<file path="src/rtl/rmpu_defs.vh">
`ifndef RMPU_DEFS_VH
`define RMPU_DEFS_VH

// ==========================================================
// Register offsets, low twelve byte-address bits
`define RMPU_OFF_TYPE 12'hD90
`define RMPU_OFF_CTRL 12'hD94
`define RMPU_OFF_SEL 12'hD98
`define RMPU_OFF_BASE 12'hD9C
`define RMPU_OFF_LIMIT 12'hDA0
`define RMPU_OFF_ALIAS_FIRST 12'hDA4
`define RMPU_OFF_ALIAS_LAST 12'hDB8
`define RMPU_OFF_ATTR_LOW 12'hDC0
`define RMPU_OFF_ATTR_HIGH 12'hDC4

// ==========================================================
// Field positions
`define RMPU_TYPE_COUNT_MSB 15
`define RMPU_TYPE_COUNT_LSB 8
`define RMPU_TYPE_SEPARATE 0
`define RMPU_CTRL_ENABLE 0
`define RMPU_CTRL_HANDLER 1
`define RMPU_CTRL_BACKGROUND 2
`define RMPU_ADDR_MSB 31
`define RMPU_ADDR_LSB 5
`define RMPU_BASE_SH_MSB 4
`define RMPU_BASE_SH_LSB 3
`define RMPU_BASE_AP_MSB 2
`define RMPU_BASE_AP_LSB 1
`define RMPU_BASE_XN 0
`define RMPU_LIMIT_IDX_MSB 3
`define RMPU_LIMIT_IDX_LSB 1
`define RMPU_LIMIT_EN 0

// ==========================================================
// Reset values and fixed encodings
`define RMPU_CTRL_RESET 3'h0
`define RMPU_SEL_RESET 8'h00
`define RMPU_REGION_COUNT 8'h08
`define RMPU_NO_REGIONS 8'h00
`define RMPU_LOW_ZERO 5'h00
`define RMPU_LIMIT_LOW 5'h1F
`define RMPU_ATTR_STRONG 8'h00
`define RMPU_SCS_TOP 20'hE000_E
`define RMPU_SYS_TOP 3'h7

// ==========================================================
// Timing: bus answer and check result, in clock cycles
`define RMPU_BUS_ACK_CYCLES 1
`define RMPU_CHECK_CYCLES 1

`endif

</file>
<file path="src/rtl/rmpu_top.v">
`timescale 1ns/1ps
`include "rmpu_defs.vh"

module rmpu_top #(
  parameter PRESENT = 1,
  parameter SECURE_EXT = 1,
  parameter REGIONS = 8,
  parameter IDXW = 3,
  parameter [7:0] DEFAULT_ATTR = 8'h44
) (
  input wire core_clk,
  input wire rst_b,
  input wire wb_cyc_i,
  input wire wb_stb_i,
  input wire wb_we_i,
  input wire [31:0] wb_adr_i,
  input wire [31:0] wb_dat_i,
  input wire [3:0] wb_sel_i,
  input wire bus_nonsecure,
  output reg [31:0] wb_dat_o,
  output reg wb_ack_o,
  input wire acc_valid,
  input wire [31:0] acc_addr,
  input wire acc_priv,
  input wire acc_write,
  input wire acc_fetch,
  input wire acc_vector,
  input wire acc_nonsecure,
  input wire acc_neg_priority,
  output reg chk_valid,
  output reg chk_fault,
  output reg chk_overlap,
  output reg chk_xn,
  output reg [7:0] chk_attr,
  output reg [1:0] chk_shareability
);

  localparam ENTRIES = 2 * REGIONS;

  // Storage is indexed by {bank, region}; the bank bit is tied to zero
  // when the security extension is left out, so only half is ever used.
  // Trade-off: the spare half costs area but keeps one decode path.

  // ==========================================================
  // Register storage, two banks of everything
  reg [2:0] ctrl [0:1];
  reg [7:0] rsel [0:1];
  reg [31:0] attr_low [0:1];
  reg [31:0] attr_high [0:1];
  reg [26:0] base_addr [0:ENTRIES-1];
  reg [4:0] base_flags [0:ENTRIES-1];
  reg [26:0] limit_addr [0:ENTRIES-1];
  reg [3:0] limit_flags [0:ENTRIES-1];

  wire [11:0] off = wb_adr_i[11:0];
  wire bus_bank = (SECURE_EXT != 0) & bus_nonsecure;
  wire req = wb_cyc_i & wb_stb_i & ~wb_ack_o;
  wire wr = req & wb_we_i;
  wire [31:0] bmask = {{8{wb_sel_i[3]}}, {8{wb_sel_i[2]}}, {8{wb_sel_i[1]}}, {8{wb_sel_i[0]}}};

  reg is_base;
  reg is_limit;
  reg [11:0] alias_off;
  reg [7:0] sel_idx;
  reg sel_ok;
  reg [IDXW:0] sel_entry;
  reg [31:0] base_word;
  reg [31:0] limit_word;
  reg [31:0] next_rdata;

  // ==========================================================
  // Address decode and selector resolution
  always @* begin
    is_base = 1'b0;
    is_limit = 1'b0;
    alias_off = off - `RMPU_OFF_ALIAS_FIRST;
    sel_idx = rsel[bus_bank];
    if (off == `RMPU_OFF_BASE) begin
      is_base = 1'b1;
    end else if (off == `RMPU_OFF_LIMIT) begin
      is_limit = 1'b1;
    end else if (off >= `RMPU_OFF_ALIAS_FIRST && off <= `RMPU_OFF_ALIAS_LAST && off[1:0] == 2'b00) begin
      sel_idx = {rsel[bus_bank][7:2], alias_off[4:3] + 2'b01};
      is_base = ~alias_off[2];
      is_limit = alias_off[2];
    end
    sel_ok = (PRESENT != 0) && (sel_idx < REGIONS);
    sel_entry = {bus_bank, sel_idx[IDXW-1:0]};
  end

  // ==========================================================
  // Read mux
  always @* begin
    base_word = {base_addr[sel_entry], base_flags[sel_entry]};
    limit_word = {limit_addr[sel_entry], 1'b0, limit_flags[sel_entry]};
    next_rdata = 32'h0000_0000;
    case (off)
      `RMPU_OFF_TYPE: begin
        next_rdata = {16'h0000, (PRESENT != 0) ? `RMPU_REGION_COUNT : `RMPU_NO_REGIONS, 8'h00};
      end
      `RMPU_OFF_CTRL: begin
        next_rdata = {29'h0, ctrl[bus_bank]};
      end
      `RMPU_OFF_SEL: begin
        next_rdata = {24'h00_0000, rsel[bus_bank]};
      end
      `RMPU_OFF_ATTR_LOW: begin
        next_rdata = attr_low[bus_bank];
      end
      `RMPU_OFF_ATTR_HIGH: begin
        next_rdata = attr_high[bus_bank];
      end
      default: begin
        if (sel_ok && is_base) begin
          next_rdata = base_word;
        end else if (sel_ok && is_limit) begin
          next_rdata = limit_word;
        end
      end
    endcase
  end

  // ==========================================================
  // Wishbone answer, one cycle after the request, unmapped reads zero
  always @(posedge core_clk or negedge rst_b) begin
    if (!rst_b) begin
      wb_ack_o <= 1'b0;
      wb_dat_o <= 32'h0000_0000;
    end else begin
      wb_ack_o <= req;
      if (req) begin
        wb_dat_o <= next_rdata;
      end
    end
  end

  // ==========================================================
  // Banked control, selector and indirection registers
  genvar b;
  generate
    for (b = 0; b < 2; b = b + 1) begin : g_bank
      wire hit = wr && (bus_bank == b);
      always @(posedge core_clk or negedge rst_b) begin
        if (!rst_b) begin
          ctrl[b] <= `RMPU_CTRL_RESET;
          rsel[b] <= `RMPU_SEL_RESET;
          attr_low[b] <= 32'h0000_0000;
          attr_high[b] <= 32'h0000_0000;
        end else if (hit) begin
          // Each state writes its own copy
          if (off == `RMPU_OFF_CTRL && wb_sel_i[0]) begin
            ctrl[b] <= wb_dat_i[2:0];
          end
          if (off == `RMPU_OFF_SEL && wb_sel_i[0]) begin
            rsel[b] <= wb_dat_i[7:0];
          end
          if (off == `RMPU_OFF_ATTR_LOW) begin
            attr_low[b] <= (attr_low[b] & ~bmask) | (wb_dat_i & bmask);
          end
          if (off == `RMPU_OFF_ATTR_HIGH) begin
            attr_high[b] <= (attr_high[b] & ~bmask) | (wb_dat_i & bmask);
          end
        end
      end
    end
  endgenerate

  // ==========================================================
  // Region entries; regions come up disabled
  genvar e;
  generate
    for (e = 0; e < ENTRIES; e = e + 1) begin : g_entry
      wire [31:0] bw = (base_word & ~bmask) | (wb_dat_i & bmask);
      wire [31:0] lw = (limit_word & ~bmask) | (wb_dat_i & bmask);
      wire mine = wr && sel_ok && (sel_entry == e);
      always @(posedge core_clk or negedge rst_b) begin
        if (!rst_b) begin
          base_addr[e] <= 27'h0;
          base_flags[e] <= 5'h00;
          limit_addr[e] <= 27'h0;
          limit_flags[e] <= 4'h0;
        end else if (mine && is_base) begin
          base_addr[e] <= bw[31:5];
          base_flags[e] <= bw[4:0];
        end else if (mine && is_limit) begin
          limit_addr[e] <= lw[31:5];
          limit_flags[e] <= lw[3:0];
        end
      end
    end
  endgenerate

  // ==========================================================
  // Access check
  wire cb = (SECURE_EXT != 0) & acc_nonsecure;
  wire [2:0] cctl = ctrl[cb];
  // Handler bypass unless handler bit set
  // Handler bit with checking off acts as off
  wire checking = (PRESENT != 0) & cctl[`RMPU_CTRL_ENABLE] &
                  ~(acc_neg_priority & ~cctl[`RMPU_CTRL_HANDLER]);
  wire in_scs = (acc_addr[31:12] == `RMPU_SCS_TOP);
  wire in_sys = (acc_addr[31:29] == `RMPU_SYS_TOP);

  wire [REGIONS-1:0] hits;
  genvar r;
  generate
    for (r = 0; r < REGIONS; r = r + 1) begin : g_match
      localparam [IDXW-1:0] RI = r;
      wire [IDXW:0] ent = {cb, RI};
      assign hits[r] = limit_flags[ent][`RMPU_LIMIT_EN] &&
                       (acc_addr >= {base_addr[ent], `RMPU_LOW_ZERO}) &&
                       (acc_addr <= {limit_addr[ent], `RMPU_LIMIT_LOW});
    end
  endgenerate

  reg [IDXW-1:0] hit_idx;
  reg refuse;
  reg next_xn;
  reg [7:0] next_attr;
  reg [1:0] next_sh;
  integer k;

  // ==========================================================
  // Winning region: highest-numbered hit
  // Which one wins never matters; its fields are read only when exactly one region hits
  always @* begin
    hit_idx = {IDXW{1'b0}};
    for (k = 0; k < REGIONS; k = k + 1) begin
      if (hits[k]) begin
        hit_idx = k[IDXW-1:0];
      end
    end
  end

  // ==========================================================
  // Permission terms of the winning region
  wire [IDXW:0] win_entry = {cb, hit_idx};
  wire [4:0] hf = base_flags[win_entry];
  wire [3:0] lf = limit_flags[win_entry];
  wire [2:0] aidx = lf[`RMPU_LIMIT_IDX_MSB:`RMPU_LIMIT_IDX_LSB];
  wire [63:0] attrs = {attr_high[cb], attr_low[cb]};
  wire deny_level = ~acc_priv & ~hf[`RMPU_BASE_AP_LSB];
  wire deny_write = acc_write & hf[`RMPU_BASE_AP_MSB];
  wire deny_exec = acc_fetch & hf[`RMPU_BASE_XN];
  // Two or more hits
  // Overlap is judged before permissions, so a lenient region never masks it
  wire multi = |(hits & (hits - 1'b1));

  // ==========================================================
  // Access decision
  always @* begin
    refuse = 1'b0;
    next_xn = in_sys;
    next_attr = DEFAULT_ATTR;
    next_sh = 2'b00;
    if (in_scs) begin
      next_attr = `RMPU_ATTR_STRONG;
      next_xn = 1'b1;
      refuse = acc_fetch;
    end else if (!checking) begin
      refuse = acc_fetch & in_sys;
    end else if (acc_vector) begin
      refuse = 1'b0;
    end else if (multi) begin
      refuse = 1'b1;
    end else if (|hits) begin
      next_attr = attrs[aidx*8 +: 8];
      next_sh = hf[`RMPU_BASE_SH_MSB:`RMPU_BASE_SH_LSB];
      next_xn = hf[`RMPU_BASE_XN];
      // Fetch needs read and no execute-never
      refuse = deny_level | deny_write | deny_exec;
    end else begin
      refuse = ~(acc_priv & cctl[`RMPU_CTRL_BACKGROUND]) | (acc_fetch & in_sys);
    end
  end

  // ==========================================================
  // Registered check result, one cycle after the access
  always @(posedge core_clk or negedge rst_b) begin
    if (!rst_b) begin
      chk_valid <= 1'b0;
      chk_fault <= 1'b0;
      chk_overlap <= 1'b0;
      chk_xn <= 1'b0;
      chk_attr <= 8'h00;
      chk_shareability <= 2'b00;
    end else begin
      chk_valid <= acc_valid;
      chk_fault <= acc_valid & refuse;
      chk_overlap <= acc_valid & checking & multi & ~in_scs & ~acc_vector;
      chk_xn <= next_xn;
      chk_attr <= next_attr;
      chk_shareability <= next_sh;
    end
  end

endmodule // rmpu_top

</file>
<file path="config.mk">
export PLATFORM = sky130hd
export DESIGN_NAME = rmpu_top
export DESIGN_NICKNAME = d
export VERILOG_FILES = /design/src/rtl/rmpu_top.v
export VERILOG_INCLUDE_DIRS = /design/src /design/src/rtl
export SDC_FILE = /design/constraint.sdc
export NUM_CORES = 2
export LEC_CHECK = 0
export ABC_AREA = 1
export BUFFER_PORTS_ARGS = -buffer_cell sky130_fd_sc_hd__buf_2
export CELL_PAD_IN_SITES_DETAIL_PLACEMENT = 1
export CELL_PAD_IN_SITES_GLOBAL_PLACEMENT = 2
export CORE_MARGIN = 5
export CORE_UTILIZATION = 35
export CTS_CLUSTER_DIAMETER = 80
export DETAILED_ROUTE_END_ITERATION = 8
export PLACE_DENSITY_LB_ADDON = 0.3
export SKIP_CTS_REPAIR_TIMING = 1
export SLEW_MARGIN = 30
export SYNTH_ARGS = -nofsm -noshare
export SYNTH_HDL_FRONTEND = slang
export SYNTH_SLANG_ARGS = --single-unit
</file>
<file path="constraint.sdc">
create_clock -name core_clk -period 3.2 [get_ports core_clk]
set_clock_uncertainty 0.15 [all_clocks]
set_input_delay 0.32 -clock core_clk [delete_from_list [all_inputs] [get_ports core_clk]]
set_output_delay 0.32 -clock core_clk [all_outputs]
set_load 0.05 [all_outputs]
</file>
; ---- Word level (Yosys, flattened, before mapping)
; Cells that the tools add are included.
[word_totals]
reg_bits = 1205
latch_bits = 0
ramBits = 0
rom_bits = 0
in_bits = 113
out_inout_bits = 47
word_cells = 461
mem_count = 0
[op_classes]
n_addsub = 3
multipliers = 0
div = 0
magnitude_cmp = 31
eq_ne = 24
shifts = 1
n_mux = 150
n_bitwise = 71
n_reduce_logical = 101
[op_table]
columns = op, count
row1 = $bmux 27 s4, 18
row2 = $mux 27, 36
row3 = $mux 32, 14
row4 = $ge 32x32->1, 8
row5 = $le 32x32->1, 8
row6 = $and 32x32->32, 7
row7 = $or 32x32->32, 6
row8 = $bmux 4 s4, 10
row9 = $pmux 32 s5, 1
row10 = $eq 12x12->1 const B, 7
row11 = $logic_and 1x1->1, 73
row12 = $mux 8, 8
row13 = $shiftx 64x7->8, 1
row14 = $ge 5x5->1 const B, 10
row15 = $not 4->5, 10
row16 = $reduce_and 2->1, 24
row17 = $bmux 5 s4, 2
row18 = $mux 3, 12
row19 = $mux 1, 33
row20 = $eq 4x4->1 const B, 8
row21 = $not 32->32, 1
row22 = $not 1->1, 26
row23 = $eq 20x20->1 const B, 1
row24 = $mux 5, 4
row25 = 20 further kinds, 53

; ---- Logic depth before layout (Yosys ltp)
[logic_depth]
ltp_word = 28
mapped_depth = 38
mapped_depth_nobuf = 32

; ---- Worst setup path after synthesis
; OpenSTA, ideal clock, no wires.
[synth_timing]
path_kind = input-to-reg
from = input port acc_nonsecure
to = register chk_shareability[0]
setup_time_ps = 123
t_arrival_ps = 4755
slack_ps = -1828
path_stages = 30
n_path_buf = 11
cell_sequence = buf_2 buf_1 clkbuf_1 clkbuf_1 clkbuf_1 buf_1 mux2i_1 ha_1 nand2_1 inv_1 o21bai_1 a21oi_1 or2_2 a21oi_1 nand2_1 nand2_1 nand3_2 nand2_4 nand2_4 buf_6 buf_6 buf_6 buf_6 buf_6 a21oi_2 o21ai_1 a32oi_1 nand2_1 o31ai_1 nor2_1
[synth_via]
elab_chain_cells = 23
[synth_lines]
columns = element, line
row1 = start: declaration, rmpu_top.v:28  ; input wire acc_nonsecure,
row2 = $not 4->5 (not written as such), "rmpu_top.v:210, rmpu_top.v:211, rmpu_top.v:212"
row3 = $bmux 27 s4, rmpu_top.v:211  ; (acc_addr >= {base_addr[ent], `RMPU_LOW_ZERO}) &&
row4 = $mux 27 (not written as such) (2 in series), rmpu_top.v:211
row5 = $ge 32x32->1, rmpu_top.v:211
row6 = $logic_and 1x1->1 (2 in series), rmpu_top.v:210  ; assign hits[r] = limit_flags[ent][`RMPU_LIMIT_EN] &&
row7 = $mux 1, rmpu_top.v:229  ; if (hits[k]) begin
row8 = $mux 3 (6 in series), rmpu_top.v:229
row9 = $not 4->5 (not written as such), rmpu_top.v:238  ; wire [4:0] hf = base_flags[win_entry];
row10 = $bmux 5 s4, rmpu_top.v:238
row11 = $mux 5 (not written as such) (2 in series), rmpu_top.v:238
row12 = $mux 2, rmpu_top.v:266  ; end else if (|hits) begin
row13 = $mux 2, rmpu_top.v:264  ; end else if (multi) begin
row14 = $mux 2, rmpu_top.v:262  ; end else if (acc_vector) begin
row15 = $mux 2 *, rmpu_top.v:260  ; end else if (!checking) begin
row16 = $mux 2 *, rmpu_top.v:256  ; if (in_scs) begin
row17 = net next_sh[0], rmpu_top.v:220  ; reg [1:0] next_sh;
row18 = end signal: assignment, rmpu_top.v:293  ; chk_shareability <= next_sh;
row19 = end: declaration, rmpu_top.v:35  ; output reg [1:0] chk_shareability
; Mark *: on every way through the listed nets, which the timed path passes. The rest lies on a longest branch. The select of a mux whose other input is x is not followed.
; A chain may end at the register's enable or synchronous reset.

; ---- Final worst setup path
[layout_timing]
from = register base_addr[76] (netlist name)
to = register chk_attr[4]
[layout_via]
elab_chain_cells = 23
[layout_lines]
columns = element, line
row1 = start: declaration, rmpu_top.v:50  ; reg [26:0] base_addr [0:ENTRIES-1];
row2 = start signal: indexed assignment, rmpu_top.v:183  ; base_addr[e] <= bw[31:5];
row3 = $bmux 27 s4, rmpu_top.v:211
row4 = $mux 27 (not written as such) (2 in series), rmpu_top.v:211
row5 = $ge 32x32->1, rmpu_top.v:211
row6 = $logic_and 1x1->1 (2 in series), rmpu_top.v:210
row7 = $mux 1, rmpu_top.v:229
row8 = $mux 3 (6 in series), rmpu_top.v:229
row9 = $not 4->5 (not written as such), rmpu_top.v:239  ; wire [3:0] lf = limit_flags[win_entry];
row10 = $bmux 4 s4, rmpu_top.v:239
row11 = $mux 4 (not written as such) (2 in series), rmpu_top.v:239
row12 = $shiftx 64x7->8, rmpu_top.v:267  ; next_attr = attrs[aidx*8 +: 8];
row13 = $mux 8, rmpu_top.v:266
row14 = $mux 8 *, rmpu_top.v:264
row15 = $mux 8 *, rmpu_top.v:262
row16 = $mux 8 *, rmpu_top.v:260
row17 = $mux 8 *, rmpu_top.v:256
row18 = net next_attr[4], rmpu_top.v:219  ; reg [7:0] next_attr;
row19 = end signal: assignment, rmpu_top.v:292  ; chk_attr <= next_attr;
row20 = end: declaration, rmpu_top.v:34  ; output reg [7:0] chk_attr,
; Marks and branches as above.

==> results.yml <==
timing:
  fin_ws_ns: -1.14
  fin_crit_ns: 4.34
  finalSetupViolCount: 530
  rsz0062_at_grt: "yes"
  slew_violations: 0
  tightest_slew_ns: 1.02
  fin_setup_tns_ns: -45.51
  timing.final.crit_share_pct: 136
  hold_viol_final: 0
  fmax_ghz: 0.230
  max_slew_margin_pct: 32.0
detailed_routing:
  ant_nets: 0
  wl_met1_um: 168000
  drtPass1Iterations: 6
  vias_per_cell: 5.72
  wl_met2_um: 177000
  wl_per_cell_um: 29.4
  wirelength_um: 401000
  vias: 78100
  post-route-drc-count: 0
  top_layer: "met5"
  drt_iter0_drc: 7596
  met3WireLength_um: 30900
final_layout:
  nets: 11400
  fillers: 24100
  syn_to_final_growth_pct: 39.6
  final_cells: 13600
  drive_above_1_share_pct: 26.2
  stdcell_area_um2: 99000
synth:
  syn_area_um2: 70900
  synth_cells: 9117
  synth-seq-cells: 1205
  yosys.area.top_type: "dfrtp_1"
  synthTopCellsByArea: "dfrtp_1, nand2_1, o21ai_0"
  yosysUniqueCellTypes: 63
  yosysSeqAreaShare_pct: 42.5
  synthesis.nets: 9667
  netlist.area_leader.share_pct: 42.5
  yosysWarnings: 0
  syn_area_per_cell_um2: 7.78
min_path:
  worstHoldPathType: "primary input to register"
cts:
  cts_root_buf: "clkbuf_16"
  cts_buffers: 157
  clkSinkCount: 1205
  clk_pin_slew_ns: 0.06
  h-tree-depth: 4
  clockBufferDepth: 3
  clock_latency_ns: 0.83
  cts_tree: "built"
worst_setup_path:
  cp-end-kind: "register"
  critPathLaunchType: "register"
  cpMaxStageDelayCell: "o21ai_0"
  cp.arrival_ns: 4.93
  cp.required_ns: 3.79
  path_class: "register to register"
  cp_common_cell: "nand3_2"
  max_stage_delay_ns: 0.51
  path_max_fanout: 8
global_routing:
  antenna_found_initial: 16
  grt_max_degree: 108
  grt_pass1_vias: 78800
  grt_overflow: 0
  globalRouteTotalUtil_pct: 36.0
  grt_pass1_wl_um: 557000
place:
  numPortBuffers: 139
  post_dp_cell_area_um2: 89400
  globalplace.congestion: 1.01
  dp.cells: 13200
  dp_hpwl_um: 292000
run_status:
  failed_checks: "negative setup slack"
  status: "finished, violations left"
pwr:
  p_int_mw: 27.7
  clkPwrFrac_pct: 47.0
  powerDensity_nw_per_um2: 393
  leakage_nw: 47.1
  p_comb_share_pct: 13.7
  pwr-share-seq_pct: 39.3
  finalPower_mw: 38.9
  p_switching_mw: 11.2
  vdd_drop_max_mv: 0.550
  switching_share_pct: 28.9
die:
  die_h_um: 460
  fp-row-count: 165
  core_area_um2: 202000
  fp.dieW_um: 460
  dieArea_um2: 212000
  start_util_pct: 35.1
  io_pins: 160
job:
  max_cap_violations: 0
[worst max-delay path: cells and delay by family, from the launching register on]
family	cells	cell delay, ns
AOI/OAI and AO/OA	4	0.92
DFF	1	0.34
buffers and inverters	8	1.01
adders and majority gates	1	0.40
and+or+nand+nor	15	1.41
[power by group through the flow]
stage	combinational, mW	sequential (mW)	clock [mW]
after detailed placement	4.94	15.6	0
after global placement	4.85	15.6	0
after global routing	5.62	15.3	19.2
final	5.32	15.3	18.3
after floorplan	1.87	15.7	0
after CTS	4.96	15.3	18.5
[per-stage QoR]
step	setup WS [ns]	hold slack [ns]	utilization (%)
detailed placement	-2.08	0.198	44.3
global route	-1.22	0.00821	49.0
finish	-1.14	0.0294	49.0
floorplan	-0.807	-0.126	-
global placement	-2.16	0.199	44.3
CTS	-1.78	-0.702	46.9
[layout by cell type, fill, tap and decap left out, types with 16 or more instances in the layout]
cell | Yosys | layout
nand2_1 | 2841 | 2779
buf_4 | 33 | 1581
o21ai_0 | 1438 | 1324
dfrtp_1 | 1205 | 1205
inv_1 | 642 | 616
ha_1 | 437 | 433
nand3_1 | 317 | 252
buf_12 | 0 | 249
a21oi_1 | 256 | 240
nor2_1 | 224 | 203
clkbuf_16 | 0 | 178
o21ai_1 | 114 | 163
buf_2 | 117 | 137
a22oi_1 | 152 | 130
nand4_1 | 124 | 124
mux2i_1 | 120 | 119
o22ai_1 | 106 | 86
o221ai_1 | 94 | 84
a221oi_1 | 90 | 66
o21ai_2 | 2 | 65
nand3_2 | 7 | 65
o211ai_1 | 62 | 62
buf_6 | 17 | 62
nand2_2 | 15 | 58
inv_2 | 21 | 46
a21oi_2 | 38 | 46
clkbuf_8 | 0 | 41
dlygate4sd3_1 | 0 | 41
clkinv_2 | 0 | 32
nor2_2 | 21 | 29
nor3_1 | 37 | 28
clkbuf_1 | 358 | 25
buf_8 | 0 | 23
a221oi_2 | 0 | 22
a22oi_2 | 0 | 22
nand2_4 | 6 | 20
o21a_1 | 17 | 17
nor2_4 | 4 | 17
o22ai_2 | 0 | 16
[cell type report]
cell class,count,area (um^2),share of cell area (%)
multi-input combinational,6661,37700,38.1
sequential,1205,30200,30.5
timing repair buffer,2125,19800,20.0
clock buffer,224,4610,4.66
tap,2672,3340,3.38
inverter,681,2680,2.70
clock inverter,65,638,0.644
antenna,8,20.0,0.0202
timing repair inverter,1,8.76,0.00885
[final timing paths]
path,slack [ns],to,cells past startpoint,start
worst min-delay path,0.03,register,4,wb_sel_i[1]
max in group asynchronous,1.27,limit_addr[343],4,rst_b
worst min register to register,0.32,wb_dat_o[7],2,wb_dat_o[7]
worst max register to register,-1.14,chk_attr[4],28,base_addr[76]
worst max-delay path,-1.14,chk_attr[4],28,base_addr[76]
min in group asynchronous,0.51,base_addr[388],3,rst_b
[cells by family (layout without fill, tap and decap cells)]
| kind of cell | count (synthesis) | in the layout | share of synthesized area, % |
|---|---|---|---|
| AOI/OAI and AO/OA | 2458 | 2458 | 20.0 |
| xor gates and xnor gates | 2 | 2 | 0.0247 |
| adders and majority gates | 437 | 437 | 7.71 |
| buffers and inverters | 1254 | 3096 | 7.20 |
| DFF | 1205 | 1205 | 42.5 |
| muxes | 120 | 120 | 1.69 |
| other | 0 | 8 | 0 |
| and+or+nand+nor | 3641 | 3644 | 20.9 |
[cells in the mapped netlist (all sizes together)]
library cell and instances:
nand2 2862, o21ai 1556, dfrtp 1205, inv 665, ha 437, clkbuf 358
nand3 327, a21oi 295, nor2 249, buf 215, a22oi 152, nand4 125
mux2i 120, o22ai 106, o221ai 94, a221oi 90, o211ai 67, nor3 38
a211oi 20, nor4 19, o21a 17, clkinv 16, o2111ai 11, a21boi 9
a21o 9, o31ai 9, or2 8, a22o 5, a31oi 4, and3 4
o311ai 4, a221o 3, and2 3, nand3b 3, a32o 2, a32oi 2
nor3b 2, o21bai 2, o32ai 1, or4 1, xnor2 1, xor2 1
[metal layers]
metal,vias to the layer above,GRT usage (%)
met3,891,5.90
met1,39500,48.4
li1,34400,-
met4,6,18.7
met5,-,0
met2,3269,56.0
No activity file was read; power rests on OpenSTA's default activity.
